[src/hdl/gafm_pkg.sv]
package gafm_pkg;

	localparam int NUM_PORTS = 8;
	localparam int PORT_W = 8;

	// Port indices, A, C and D only
	localparam logic [2:0] PORT_A = 3'h0;
	localparam logic [2:0] PORT_C = 3'h2;
	localparam logic [2:0] PORT_D = 3'h3;

	// Directly addressable registers of each port
	localparam logic [1:0] REG_SUBREG_SELECT = 2'h0;
	localparam logic [1:0] REG_SUBREG_WINDOW = 2'h1;
	localparam logic [1:0] REG_INPUT_VALUE = 2'h2;
	localparam logic [1:0] REG_OUTPUT_VALUE = 2'h3;

	// Selector codes
	localparam logic [7:0] SUB_NONE = 8'h00;
	localparam logic [7:0] SUB_DIRECTION = 8'h01;
	localparam logic [7:0] SUB_PERIPH = 8'h02;
	localparam logic [7:0] SUB_OPEN_DRAIN = 8'h03;
	localparam logic [7:0] SUB_HIGH_DRIVE = 8'h04;
	localparam logic [7:0] SUB_WAKE = 8'h05;

	// Reset values
	localparam logic [7:0] SELECT_RST = 8'h00;
	localparam logic [7:0] DIRECTION_RST = 8'hff;
	localparam logic [7:0] PERIPH_RST = 8'h00;
	localparam logic [7:0] OPEN_DRAIN_RST = 8'h00;
	localparam logic [7:0] HIGH_DRIVE_RST = 8'h00;
	localparam logic [7:0] WAKE_RST = 8'h00;
	localparam logic [7:0] OUTPUT_RST = 8'h00;
	localparam logic [7:0] INPUT_RST = 8'h00;
	localparam logic [7:0] READ_NONE = 8'h00;
	localparam logic IDLE_LEVEL = 1'b1;

	// Pin positions of peripheral functions
	localparam int A_TIMER0_IN = 0;
	localparam int A_TIMER0_OUT = 1;
	localparam int A_UART0_DE = 2;
	localparam int A_UART0_CTS = 3;
	localparam int A_UART0_RX = 4;
	localparam int A_UART0_TX = 5;
	localparam int A_I2C_CLOCK = 6;
	localparam int A_I2C_DATA = 7;
	localparam int C_TIMER1_IN = 0;
	localparam int C_TIMER1_OUT = 1;
	localparam int C_SPI_SS = 2;
	localparam int C_SPI_SCK = 3;
	localparam int C_SPI_MOSI = 4;
	localparam int C_SPI_MISO = 5;
	localparam int C_TIMER2_IN = 6;
	localparam int C_TIMER2_OUT = 7;
	localparam int D_TIMER3_IN = 0;
	localparam int D_TIMER3_OUT = 1;
	localparam int D_UART1_DE = 3;
	localparam int D_UART1_RX = 4;
	localparam int D_UART1_TX = 5;
	localparam int D_UART1_CTS = 6;
	localparam int D_WDT_OSC = 7;

	// Pins with a peripheral function, per port (D low pair gated apart)
	localparam logic [7:0] ROUTED_MASK [NUM_PORTS] = '{
		8'hff, 8'h00, 8'hff, 8'hf8, 8'h00, 8'h00, 8'h00, 8'h00};
	localparam logic [7:0] TIMER3_MASK = 8'h03;
	// Pins forced open-drain while their peripheral owns them
	localparam logic [7:0] FORCED_OD_MASK [NUM_PORTS] = '{
		8'hc0, 8'h00, 8'h00, 8'h00, 8'h00, 8'h00, 8'h00, 8'h00};
	// Interrupt-capable pins, and which of them use one selectable edge
	localparam logic [7:0] IRQ_CAP_MASK [NUM_PORTS] = '{
		8'hff, 8'h00, 8'hff, 8'hff, 8'h00, 8'h00, 8'h00, 8'h00};
	localparam logic [7:0] IRQ_SINGLE_MASK [NUM_PORTS] = '{
		8'hff, 8'h00, 8'h00, 8'hff, 8'h00, 8'h00, 8'h00, 8'h00};

	typedef struct packed {
		logic wr;
		logic rd;
		logic [2:0] port;
		logic [1:0] reg_sel;
		logic [7:0] wdata;
	} gafm_access_t;

	typedef struct packed {
		logic [7:0] data;
		logic [7:0] oe;
	} gafm_drive_t;

	typedef logic [NUM_PORTS-1:0][PORT_W-1:0] gafm_bus_t;

endpackage : gafm_pkg

[src/hdl/gafm_edge_detect.sv]
module gafm_edge_detect
	import gafm_pkg::*;
#(
	parameter logic [7:0] CAP_MASK = 8'h00,
	parameter logic [7:0] SINGLE_MASK = 8'h00
) (
	input wire logic core_clk,
	input wire logic srst,
	input wire logic [7:0] pin_level,
	input wire logic [7:0] rising_sel,
	input wire logic [7:0] wake_enable,
	output logic [7:0] irq_pulse,
	output logic [7:0] wake_pulse
);

	logic [7:0] prev_reg;
	logic [7:0] irq_reg;
	logic [7:0] wake_reg;
	logic [7:0] rise;
	logic [7:0] fall;
	logic [7:0] chosen_edge;
	logic [7:0] any_edge;

	assign rise = pin_level & ~prev_reg;
	assign fall = ~pin_level & prev_reg;
	assign any_edge = rise | fall;
	assign chosen_edge = (rising_sel & rise) | (~rising_sel & fall);

	always_ff @(posedge core_clk) begin
		if (srst) begin
			prev_reg <= INPUT_RST;
			irq_reg <= 8'h00;
			wake_reg <= 8'h00;
		end else begin
			prev_reg <= pin_level;
			irq_reg <= CAP_MASK & ((SINGLE_MASK & chosen_edge) |
				(~SINGLE_MASK & any_edge));
			wake_reg <= wake_enable & any_edge;
		end
	end

	assign irq_pulse = irq_reg;
	assign wake_pulse = wake_reg;

endmodule : gafm_edge_detect

[src/hdl/gafm_mux.sv]
// How it works
// - A pin owned by its peripheral takes direction from that peripheral.
// - Each port has a peripheral-select subregister, one bit per pin.
// - Port A bits 0-5: timer0 in/out, uart0 DE, CTS, receive, transmit.
// - Port A bits 6,7 carry I2C clock/data, forced open-drain while handed over.
// - Port C: timer1 in/out, SPI SS, SCK, MOSI, MISO, timer2 in/out.
// - Port D bits 0,1 carry timer3 in/out, absent in small package.
// - Port D bit 2 unrouted; bits 3-6 uart1 DE, receive, transmit, CTS.
// - Port D bit 7 outputs the watchdog oscillator clock.
// - Some pins interrupt on one selectable edge.
// - Other capable pins interrupt on both edges.
// - Four direct registers per port: select, window, input, output.
// - Window accesses go to the subregister named by the selector.
// - Five subregisters: direction, periph, open-drain, high drive, wake.
// - Selector 01h-05h decode; any other code makes window inert.
// - Direction 0 drives output value; 1 tri-states and samples pin.
module gafm_mux
	import gafm_pkg::*;
#(
	parameter logic HAS_TIMER3 = 1'b1
) (
	input wire logic core_clk,
	input wire logic srst,
	input wire gafm_access_t reg_access,
	output logic [7:0] reg_rdata,
	output logic reg_rvalid,
	input wire gafm_bus_t pin_in,
	output gafm_bus_t pin_out,
	output gafm_bus_t pin_oe,
	output gafm_bus_t pin_high_drive,
	input wire gafm_bus_t irq_rising_sel,
	output gafm_bus_t irq_pulse,
	output gafm_bus_t wake_pulse,
	input wire logic timer0_output,
	input wire logic timer1_output,
	input wire logic timer2_output,
	input wire logic timer3_output,
	input wire logic uart0_driver_enable,
	input wire logic uart0_transmit,
	input wire logic uart1_driver_enable,
	input wire logic uart1_transmit,
	input wire logic watchdog_osc_output,
	input wire logic i2c_clock_drive_low,
	input wire logic i2c_data_drive_low,
	input wire logic [3:0] spi_out,
	input wire logic [3:0] spi_oe,
	output logic timer0_input,
	output logic timer1_input,
	output logic timer2_input,
	output logic timer3_input,
	output logic uart0_clear_to_send,
	output logic uart0_receive,
	output logic uart1_receive,
	output logic uart1_clear_to_send,
	output logic i2c_clock_in,
	output logic i2c_data_in,
	output logic [3:0] spi_in
);

	////////////////////////////////////////////////////////////////////////
	function automatic logic reg_hit(gafm_access_t acc, int idx,
		logic [1:0] which);
		return (acc.port == idx[2:0]) && (acc.reg_sel == which);
	endfunction : reg_hit

	function automatic logic window_hit(gafm_access_t acc, int idx,
		logic [7:0] cur_sel, logic [7:0] code);
		return acc.wr && reg_hit(acc, idx, REG_SUBREG_WINDOW) &&
			(cur_sel == code);
	endfunction : window_hit

	////////////////////////////////////////////////////////////////////////
	gafm_bus_t sel_reg;
	gafm_bus_t dir_reg;
	gafm_bus_t periph_reg;
	gafm_bus_t od_reg;
	gafm_bus_t hd_reg;
	gafm_bus_t wake_en_reg;
	gafm_bus_t out_reg;
	gafm_bus_t in_reg;
	gafm_bus_t pin_out_reg;
	gafm_bus_t pin_oe_reg;
	gafm_bus_t owned;
	gafm_bus_t window_rd;
	gafm_drive_t drive [NUM_PORTS];
	logic [7:0] d_routed;
	logic [7:0] rdata_next;
	logic [7:0] reg_rdata_reg;
	logic reg_rvalid_reg;

	// Small package drops the timer3 pair
	assign d_routed = ROUTED_MASK[PORT_D] |
		(HAS_TIMER3 ? TIMER3_MASK : 8'h00);

	////////////////////////////////////////////////////////////////////////
	// Peripheral drive per pin; input-only functions leave oe low
	always_comb begin
		for (int p = 0; p < NUM_PORTS; p++) begin
			drive[p] = '0;
		end
		drive[PORT_A].data[A_TIMER0_OUT] = timer0_output;
		drive[PORT_A].oe[A_TIMER0_OUT] = 1'b1;
		drive[PORT_A].data[A_UART0_DE] = uart0_driver_enable;
		drive[PORT_A].oe[A_UART0_DE] = 1'b1;
		drive[PORT_A].data[A_UART0_TX] = uart0_transmit;
		drive[PORT_A].oe[A_UART0_TX] = 1'b1;
		drive[PORT_A].oe[A_I2C_CLOCK] = i2c_clock_drive_low;
		drive[PORT_A].oe[A_I2C_DATA] = i2c_data_drive_low;
		drive[PORT_C].data[C_TIMER1_OUT] = timer1_output;
		drive[PORT_C].oe[C_TIMER1_OUT] = 1'b1;
		drive[PORT_C].data[C_SPI_MISO:C_SPI_SS] = spi_out;
		drive[PORT_C].oe[C_SPI_MISO:C_SPI_SS] = spi_oe;
		drive[PORT_C].data[C_TIMER2_OUT] = timer2_output;
		drive[PORT_C].oe[C_TIMER2_OUT] = 1'b1;
		drive[PORT_D].data[D_TIMER3_OUT] = timer3_output;
		drive[PORT_D].oe[D_TIMER3_OUT] = 1'b1;
		drive[PORT_D].data[D_UART1_DE] = uart1_driver_enable;
		drive[PORT_D].oe[D_UART1_DE] = 1'b1;
		drive[PORT_D].data[D_UART1_TX] = uart1_transmit;
		drive[PORT_D].oe[D_UART1_TX] = 1'b1;
		drive[PORT_D].data[D_WDT_OSC] = watchdog_osc_output;
		drive[PORT_D].oe[D_WDT_OSC] = 1'b1;
	end

	////////////////////////////////////////////////////////////////////////
	genvar gp;
	generate
		for (gp = 0; gp < NUM_PORTS; gp++) begin : g_port
			logic [7:0] routed;
			logic [7:0] gpio_oe;
			logic [7:0] alt_oe;
			logic [7:0] alt_data;
			logic [7:0] oe_next;
			logic [7:0] data_next;
			logic [7:0] sample_en;

			assign routed = (gp == PORT_D) ? d_routed : ROUTED_MASK[gp];
			// Unrouted select bits are stored but never hand over the pin
			assign owned[gp] = periph_reg[gp] & routed;
			// Open-drain drives only low
			assign gpio_oe = ~dir_reg[gp] &
				~(od_reg[gp] & out_reg[gp]);
			assign alt_oe = drive[gp].oe &
				~(FORCED_OD_MASK[gp] & drive[gp].data);
			assign alt_data = drive[gp].data & ~FORCED_OD_MASK[gp];
			assign oe_next = (owned[gp] & alt_oe) |
				(~owned[gp] & gpio_oe);
			assign data_next = (owned[gp] & alt_data) |
				(~owned[gp] & out_reg[gp]);
			assign sample_en = dir_reg[gp] | owned[gp];

			always_comb begin
				case (sel_reg[gp])
					SUB_DIRECTION: window_rd[gp] = dir_reg[gp];
					SUB_PERIPH: window_rd[gp] = periph_reg[gp];
					SUB_OPEN_DRAIN: window_rd[gp] = od_reg[gp];
					SUB_HIGH_DRIVE: window_rd[gp] = hd_reg[gp];
					SUB_WAKE: window_rd[gp] = wake_en_reg[gp];
					default: window_rd[gp] = READ_NONE;
				endcase
			end

			// Direct registers
			always_ff @(posedge core_clk) begin
				if (srst) begin
					sel_reg[gp] <= SELECT_RST;
					out_reg[gp] <= OUTPUT_RST;
				end else if (reg_access.wr) begin
					if (reg_hit(reg_access, gp, REG_SUBREG_SELECT)) begin
						sel_reg[gp] <= reg_access.wdata;
					end
					if (reg_hit(reg_access, gp, REG_OUTPUT_VALUE)) begin
						out_reg[gp] <= reg_access.wdata;
					end
				end
			end

			// Subregisters behind the window
			always_ff @(posedge core_clk) begin
				if (srst) begin
					dir_reg[gp] <= DIRECTION_RST;
					periph_reg[gp] <= PERIPH_RST;
					od_reg[gp] <= OPEN_DRAIN_RST;
					hd_reg[gp] <= HIGH_DRIVE_RST;
					wake_en_reg[gp] <= WAKE_RST;
				end else begin
					if (window_hit(reg_access, gp, sel_reg[gp],
						SUB_DIRECTION)) begin
						dir_reg[gp] <= reg_access.wdata;
					end
					if (window_hit(reg_access, gp, sel_reg[gp],
						SUB_PERIPH)) begin
						periph_reg[gp] <= reg_access.wdata;
					end
					if (window_hit(reg_access, gp, sel_reg[gp],
						SUB_OPEN_DRAIN)) begin
						od_reg[gp] <= reg_access.wdata;
					end
					if (window_hit(reg_access, gp, sel_reg[gp],
						SUB_HIGH_DRIVE)) begin
						hd_reg[gp] <= reg_access.wdata;
					end
					if (window_hit(reg_access, gp, sel_reg[gp],
						SUB_WAKE)) begin
						wake_en_reg[gp] <= reg_access.wdata;
					end
				end
			end

			// Pad drive and input capture
			always_ff @(posedge core_clk) begin
				if (srst) begin
					pin_oe_reg[gp] <= 8'h00;
					pin_out_reg[gp] <= OUTPUT_RST;
					in_reg[gp] <= INPUT_RST;
				end else begin
					pin_oe_reg[gp] <= oe_next;
					pin_out_reg[gp] <= data_next;
					in_reg[gp] <= (sample_en & pin_in[gp]) |
						(~sample_en & in_reg[gp]);
				end
			end

			gafm_edge_detect #(
				.CAP_MASK(IRQ_CAP_MASK[gp]),
				.SINGLE_MASK(IRQ_SINGLE_MASK[gp])
			) u_edge (
				.core_clk(core_clk),
				.srst(srst),
				.pin_level(pin_in[gp]),
				.rising_sel(irq_rising_sel[gp]),
				.wake_enable(wake_en_reg[gp]),
				.irq_pulse(irq_pulse[gp]),
				.wake_pulse(wake_pulse[gp])
			);
		end
	endgenerate

	////////////////////////////////////////////////////////////////////////
	// Read path, one cycle latency
	always_comb begin
		case (reg_access.reg_sel)
			REG_SUBREG_SELECT: rdata_next = sel_reg[reg_access.port];
			REG_SUBREG_WINDOW: rdata_next = window_rd[reg_access.port];
			REG_INPUT_VALUE: rdata_next = in_reg[reg_access.port];
			REG_OUTPUT_VALUE: rdata_next = out_reg[reg_access.port];
			default: rdata_next = READ_NONE;
		endcase
	end

	always_ff @(posedge core_clk) begin
		if (srst) begin
			reg_rdata_reg <= READ_NONE;
			reg_rvalid_reg <= 1'b0;
		end else begin
			reg_rvalid_reg <= reg_access.rd;
			if (reg_access.rd) begin
				reg_rdata_reg <= rdata_next;
			end
		end
	end

	////////////////////////////////////////////////////////////////////////
	// Peripheral inputs idle high unless the pin is handed over
	always_ff @(posedge core_clk) begin
		if (srst) begin
			timer0_input <= IDLE_LEVEL;
			uart0_clear_to_send <= IDLE_LEVEL;
			uart0_receive <= IDLE_LEVEL;
			i2c_clock_in <= IDLE_LEVEL;
			i2c_data_in <= IDLE_LEVEL;
			timer1_input <= IDLE_LEVEL;
			timer2_input <= IDLE_LEVEL;
			spi_in <= {4{IDLE_LEVEL}};
			timer3_input <= IDLE_LEVEL;
			uart1_receive <= IDLE_LEVEL;
			uart1_clear_to_send <= IDLE_LEVEL;
		end else begin
			timer0_input <= owned[PORT_A][A_TIMER0_IN] ?
				pin_in[PORT_A][A_TIMER0_IN] : IDLE_LEVEL;
			uart0_clear_to_send <= owned[PORT_A][A_UART0_CTS] ?
				pin_in[PORT_A][A_UART0_CTS] : IDLE_LEVEL;
			uart0_receive <= owned[PORT_A][A_UART0_RX] ?
				pin_in[PORT_A][A_UART0_RX] : IDLE_LEVEL;
			i2c_clock_in <= owned[PORT_A][A_I2C_CLOCK] ?
				pin_in[PORT_A][A_I2C_CLOCK] : IDLE_LEVEL;
			i2c_data_in <= owned[PORT_A][A_I2C_DATA] ?
				pin_in[PORT_A][A_I2C_DATA] : IDLE_LEVEL;
			timer1_input <= owned[PORT_C][C_TIMER1_IN] ?
				pin_in[PORT_C][C_TIMER1_IN] : IDLE_LEVEL;
			timer2_input <= owned[PORT_C][C_TIMER2_IN] ?
				pin_in[PORT_C][C_TIMER2_IN] : IDLE_LEVEL;
			spi_in <= (owned[PORT_C][C_SPI_MISO:C_SPI_SS] &
				pin_in[PORT_C][C_SPI_MISO:C_SPI_SS]) |
				~owned[PORT_C][C_SPI_MISO:C_SPI_SS];
			timer3_input <= owned[PORT_D][D_TIMER3_IN] ?
				pin_in[PORT_D][D_TIMER3_IN] : IDLE_LEVEL;
			uart1_receive <= owned[PORT_D][D_UART1_RX] ?
				pin_in[PORT_D][D_UART1_RX] : IDLE_LEVEL;
			uart1_clear_to_send <= owned[PORT_D][D_UART1_CTS] ?
				pin_in[PORT_D][D_UART1_CTS] : IDLE_LEVEL;
		end
	end

	assign reg_rdata = reg_rdata_reg;
	assign reg_rvalid = reg_rvalid_reg;
	assign pin_out = pin_out_reg;
	assign pin_oe = pin_oe_reg;
	assign pin_high_drive = hd_reg;

endmodule : gafm_mux

[config.mk]
export PLATFORM = sky130hd
export DESIGN_NAME = gafm_mux
export DESIGN_NICKNAME = d
export VERILOG_FILES = /design/src/hdl/gafm_pkg.sv /design/src/hdl/gafm_edge_detect.sv /design/src/hdl/gafm_mux.sv
export SDC_FILE = /design/constraint.sdc
export NUM_CORES = 2
export LEC_CHECK = 0
export ABC_AREA = 1
export BUFFER_PORTS_ARGS = -buffer_cell sky130_fd_sc_hd__buf_2
export CORE_MARGIN = 2
export CORE_UTILIZATION = 45
export CTS_BUF_LIST = sky130_fd_sc_hd__clkbuf_4 sky130_fd_sc_hd__clkbuf_8 sky130_fd_sc_hd__clkbuf_16
export CTS_CLUSTER_DIAMETER = 80
export CTS_CLUSTER_SIZE = 16
export DETAILED_ROUTE_END_ITERATION = 16
export PLACE_DENSITY_LB_ADDON = 0.25
export SKIP_CTS_REPAIR_TIMING = 1
export SLEW_MARGIN = 40
export SYNTH_ARGS = -nofsm -noshare
export SYNTH_HDL_FRONTEND = slang
export SYNTH_SLANG_ARGS = --single-unit
[constraint.sdc]
create_clock -name core_clk -period 3.95 [get_ports core_clk]
set_input_delay 0.5925 -clock core_clk [delete_from_list [all_inputs] [get_ports core_clk]]
set_output_delay 0.5925 -clock core_clk [all_outputs]
set_load 0.005 [all_outputs]
Yosys cells after proc, flatten, opt, wreduce, memory -nomap -nowiden
Cells that the tools add are included.
{"block": "totals", "in_bits": 164, "reg_bits": 815, "output_inout_bits": 343, "wordCells": 431}
{"block": "op_classes", "order_cmp": 1, "n_reduce_logical": 100, "n_eq_ne": 50, "mux": 17, "bitwise": 151}
{"cell": "8-bit AND", "n": 70}
{"cell": "8-bit NOT", "n": 40}
{"cell": "8-bit case mux with 5 select lines", "n": 8}
{"cell": "8-bit bitwise OR", "n": 27}
{"cell": "8-bit by 2-bit equality test with 1-bit output, second input constant", "n": 16}
{"cell": "8-bit by 3-bit equality test with 1-bit output, second input constant", "n": 16}
{"cell": "8-bit binary-select mux with 3-bit select", "n": 4}
{"cell": "1-bit logical AND", "n": 72}
{"cell": "8-bit by 1-bit equality test with 1-bit output, second input constant", "n": 8}
{"cell": "8-bit 2-to-1 mux", "n": 4}
{"cell": "8-bit case mux with 4 select lines", "n": 1}
{"cell": "2-bit AND reduction", "n": 16}
{"cell": "2-bit OR reduction", "n": 10}
{"cell": "3-bit equality test, second input constant", "n": 4}
{"cell": "1-bit NOT", "n": 10}
{"cell": "8-bit by 6-bit AND with 8-bit output", "n": 1}
{"cell": "3-bit by 2-bit equality test with 1-bit output, second input constant", "n": 2}
{"cell": "4-bit AND", "n": 1}
{"cell": "2-bit equality test, second input constant", "n": 2}
{"cell": "3-bit by 4-bit less-than comparator with 1-bit output, second input constant", "n": 1}
{"cell": "4-bit NOT", "n": 1}
{"cell": "4-bit bitwise OR", "n": 1}
{"cell": "3-bit by 1-bit equality test with 1-bit output, second input constant", "n": 1}
{"cell": "3-bit zero test", "n": 1}
{"cell": "2 further kinds", "n": 2}

Longest topological paths before layout
{"block": "logic_depth", "depth_word": 5, "depth_mapped": 15, "depth_no_buf": 15}

By module
From an unflattened synthesis, not the netlist that was laid out.
{"block": "unflattened", "hier_cells": 4401, "hier_area_um2": 33597.2}
{"module": "gafm_mux", "area_each_um2": 27385.0, "cells_each": 3689, "seq_area_each_um2": 13272.7, "n_inst": 1}
{"module": "gafm_edge_detect (g_port[1].u_edge ...)", "area_each_um2": 656.9, "cells_each": 75, "seq_area_each_um2": 320.3, "n_inst": 5}
{"module": "gafm_edge_detect (g_port[0].u_edge ...)", "area_each_um2": 1073.5, "cells_each": 123, "seq_area_each_um2": 480.5, "n_inst": 2}
{"module": "gafm_edge_detect (g_port[2].u_edge)", "area_each_um2": 780.7, "cells_each": 91, "seq_area_each_um2": 480.5, "n_inst": 1}

Worst setup path after synthesis
No wires, ideal clock.
{"block": "synth_timing", "path_type": "in2reg", "start": "input port reg_access[10] (netlist bit)", "end": "register wake_en_reg[37] (netlist bit)", "path_slack_ns": 2.023, "setup_time_ns": 0.070, "t_arrival_ns": 1.857, "path_buffers": 2, "stages": 11, "required_time_ns": 3.880, "path_cell_list": "buf_2 inv_2 nand2_4 nor2_4 inv_2 nor2_4 inv_2 nor4_4 buf_6 o21ai_1 a21oi_1"}
{"block": "synth_between", "elab_chain_cells": 4}
{"element": "start: declaration", "line": "gafm_mux.sv:24", "rtl": "input wire gafm_access_t reg_access,"}
{"element": "3-bit equality test", "line": "gafm_mux.sv:63", "rtl": "return (acc.port == idx[2:0]) && (acc.reg_sel == which);"}
{"element": "1-bit logical AND", "line": "gafm_mux.sv:63"}
{"element": "1-bit logical AND (2 in a row)", "line": "gafm_mux.sv:68", "rtl": "return acc.wr && reg_hit(acc, idx, REG_SUBREG_WINDOW) &&"}
{"element": "end signal: indexed assignment", "line": "gafm_mux.sv:205", "rtl": "wake_en_reg[gp] <= reg_access.wdata;"}
{"element": "end: declaration", "line": "gafm_mux.sv:78", "rtl": "gafm_bus_t wake_en_reg;"}
Every way passes these cells.
A chain may end at the register's enable or synchronous reset.

Worst setup path after layout
{"block": "layout_timing", "start": "register sel_reg[39] (netlist bit)", "end": "register reg_rdata_reg[4], in the netlist reg_rdata[4]"}
{"block": "layout_between", "elab_chain_cells": 5, "elab_cells_between_ends": 9, "classes_between": "5 x eq/ne; 4 x mux"}
{"element": "start: declaration", "line": "gafm_mux.sv:73", "rtl": "gafm_bus_t sel_reg;"}
{"element": "start signal: indexed assignment", "line": "gafm_mux.sv:170", "rtl": "sel_reg[gp] <= reg_access.wdata;"}
{"element": "8-bit by 3-bit equality test with 1-bit output, or another cell as far along", "line": "gafm_mux.sv:153", "rtl": "case (sel_reg[gp])"}
{"element": "8-bit case mux with 5 select lines (*)", "line": "gafm_mux.sv:153"}
{"element": "8-bit binary-select mux with 3-bit select (*)", "line": "gafm_mux.sv:244", "rtl": "REG_SUBREG_WINDOW: rdata_next = window_rd[reg_access.port];"}
{"element": "8-bit 2-to-1 mux (implied by the code) (*)", "line": "gafm_mux.sv:244"}
{"element": "8-bit case mux with 4 select lines (*)", "line": "gafm_mux.sv:242", "rtl": "case (reg_access.reg_sel)"}
{"element": "end signal: assignment", "line": "gafm_mux.sv:258", "rtl": "reg_rdata_reg <= rdata_next;"}
{"element": "end: declaration", "line": "gafm_mux.sv:88", "rtl": "logic [7:0] reg_rdata_reg;"}
Every way passes the cells marked *; elsewhere a longest branch is shown, timed or not. The select of a mux whose other input is x is not followed.

==> key figures <==
Status
  • Status: finished, final reports clean

GRT
  • Met2 Usage GRT: 46.4%
  • Initial antenna violation count: 6
  • GR Util All Layers: 29.6%
  • First-pass GRT wire length: 168 mm
  • GRT met1 Usage: 39.7%
  • Vias in the first global route: 26935
  • Met3 GRT Util: 6.75%
  • Most crowded layer after global routing: met2
  • Gr ovfl total: 0
  • Largest net degree at the start of global routing: 129

STA
  • Unrepaired setup endpoints after global routing: no
  • Total negative slack: 0 ns
  • Worst slew pin tran: 0.857 ns
  • Clock Skew: 0.0276 ns
  • Final Hold Fails: 0
  • Tcrit/Tclk final: 67.5%
  • Fin crit period: 2.67 ns
  • Count of final setup violators: 0
  • Max transition margin: 42.9%
  • F_max: 375 MHz
  • Final Max Tran Viols: 0

Clock network
  • CTS tree: built
  • TritonCTS Buffers: 58
  • CTS Buffer Depth: 3
  • Skew-Pair Late Insertion Delay: 0.65 ns
  • Clock tree root driver cell: clkbuf_16
  • H-tree levels: 2
  • CTS Sinks: 815
  • CTS clk-pin slew, worst paths: 0.08 ns

Routing
  • Vias per Instance: 5.51
  • Drt initial violations: 3636
  • Pre-antenna DRT Iters: 6
  • Via count: 30070
  • Total Wirelength: 115 mm
  • DRT antenna net count: 0
  • Drt wl/cell: 21.1 microns
  • DR DRC count: 0

Worst setup path
  • WP buf/inv: 2
  • CP delay by family, top: simple AND/OR/NAND/NOR gates
  • Critical Path End Type: register
  • WS Path Type: register to register
  • WP data arrival: 3.27 ns
  • Critical path launch point type: register
  • Max FO, Critical Path: 20
  • Slowest stage delay, CP: 0.51 ns
  • Crit-path cells: nor2_1 > nand3_1 > inv_1 > nand2_1 > nor2_1 > nor2_1 > nand3b_1 > nand2_1 > nor2_1 > nand3_1 > nand3_1 > nand2_1 > inv_1
  • CP required: 4.55 ns
  • Crit path max-delay cell type: inv_1
  • Most Frequent Cell on Critical Path: nor2_1

Placed design
  • Placed cells: 5390
  • Final Wtd Congestion: 0.962
  • Final HPWL DP: 81.9 mm
  • Port Buffers: 418

Pwr
  • Switch Pwr: 3.74 mW
  • Sequential share of power: 56.0%
  • Int Power: 11.3 mW
  • Net Sw Frac: 24.9%
  • Clock network power share: 37.3%
  • Comb pwr share: 6.7%
  • Max IR drop VDD: 0.369 mV
  • PwrDens: 407 nW/um^2
  • Leakage: 16.6 nW

Hold path
  • Worst min path class: input port to register

Floorplan
  • Starting Density: 45.6%
  • Die width: 274 microns
  • Row Count: 98
  • Area of the die: 74900 sq um
  • Chip height: 274 microns
  • Top Ports: 507
  • Core area: 71700 sq um

Job
  • Max cap viols: 0

Yosys
  • Ys Warns: 0
  • Ys async rst share: 0%
  • Synth Area per Inst: 7.74 sq um
  • Top FF cell, synth: dfxtp_1
  • Syn Inst Count: 4227
  • Cell area after synthesis: 32700 sq um
  • Number of synthesized flops with an enable pin: 0
  • Post-synthesis register bit count: 815
  • Distinct cells, synth: 43
  • Seq/Total Area, Yosys: 49.9%

Final layout
  • Non-filler cells in the finished layout: 5462
  • NumNets Final: 4697
  • Share of cells above drive strength 1: 13.8%
  • Fillers: 7010
  • Synth-to-Final Area Change: 12.6%
==> routing by layer <==
| metal | vias to the layer above | share of wire [%] |
|---|---|---|
| met4 | 6 | 3.8 |
| met1 | 13914 | 41 |
| met2 | 1419 | 45 |
| met3 | 207 | 11 |
| li1 | 14524 | - |
| met5 | - | 0.033 |
==> metrics by stage <==
step                      worst slack [ns]  area, sq um  power (mW)  hold WS, ns  util, %
after floorplan                       2.02        32900        9.13        0.412        -
after global placement                1.22        35200        9.55        0.416     49.1
after detailed placement              1.22        35200        9.56        0.420     49.1
after CTS                             1.32        36800        15.0        0.111     51.3
after global routing                  1.10        36800        15.4        0.135     51.3
final                                 1.28        36800        15.0        0.136     51.4
==> Yosys cell counts (all sizes together), types with 3 or more instances <==
master | count | area, sq um
nor2 | 451 | 1870
o31ai | 3 | 22.5
dfxtp | 815 | 16300
ha | 32 | 400
buf | 117 | 707
o211ai | 114 | 856
nor4 | 3 | 33.8
nand4 | 17 | 106
inv | 510 | 1910
nand2 | 437 | 1660
a22oi | 29 | 218
a21oi | 520 | 2600
o311ai | 9 | 78.8
o21ai | 470 | 2350
xnor2 | 8 | 70.1
o2111ai | 8 | 70.1
o22ai | 30 | 188
nand3 | 382 | 1910
o221ai | 3 | 26.3
clkbuf | 169 | 636
nor3 | 50 | 308
nand3b | 10 | 75.1
a211oi | 34 | 255
==> logic make-up after synthesis <==
group / after synthesis / synth area share, %
fa+ha+maj: 32 / 1.22
buf+inv: 796 / 9.95
compound gates: 1224 / 20.5
flops: 815 / 49.9
xor+xnor: 8 / 0.214
simple gates: 1351 / 18.2
other cells: 1 / 0.0115
==> cells in the final DEF, fill, tap and decap left out, types with 36 or more instances in the layout <==
master	count
nand3_1	382
a21oi_1	520
dfxtp_1	815
buf_2	417
nor2_2	37
nand2_1	433
o211ai_1	114
conb_1	40
clkbuf_16	59
buf_4	36
nor2_1	401
o21ai_0	468
inv_1	480
nor3_1	41
==> layout make-up <==
| type | count | area (sq um) | area share, % |
|---|---|---|---|
| multi-input combinational | 2655 | 13300 | 36.2 |
| clock inverter | 6 | 71.3 | 0.194 |
| clock buffer | 60 | 1490 | 4.05 |
| inverter | 510 | 1920 | 5.22 |
| antenna | 5 | 12.5 | 0.0340 |
| tap | 950 | 1190 | 3.23 |
| timing repair buffer | 461 | 2510 | 6.81 |
| sequential | 815 | 16300 | 44.3 |
==> power by group through the flow <==
stage / Clock, mW / Sequential [mW] / Combinational (mW)
after floorplan: 0 / 8.56 / 0.564
final: 5.59 / 8.40 / 1.01
after global routing: 5.96 / 8.40 / 1.08
after CTS: 5.66 / 8.39 / 0.979
after global placement: 0 / 8.58 / 0.968
after detailed placement: 0 / 8.59 / 0.975
==> path summary, 6_finish.rpt <==
check / startpoint / endpoint / slack, ns / cells past startpoint
worst max register to register: sel_reg[39] / reg_rdata[4] / 1.28 / 13
worst min register to register: g_port[4].u_edge.prev_reg[7] / g_port[4].u_edge.wake_pulse[7] / 0.43 / 1
worst max-delay path: sel_reg[39] / reg_rdata[4] / 1.28 / 13
worst min-delay path: pin_in[11] / g_port[1].u_edge.wake_pulse[3] / 0.14 / 2
No activity file was read; power rests on OpenSTA's default activity.
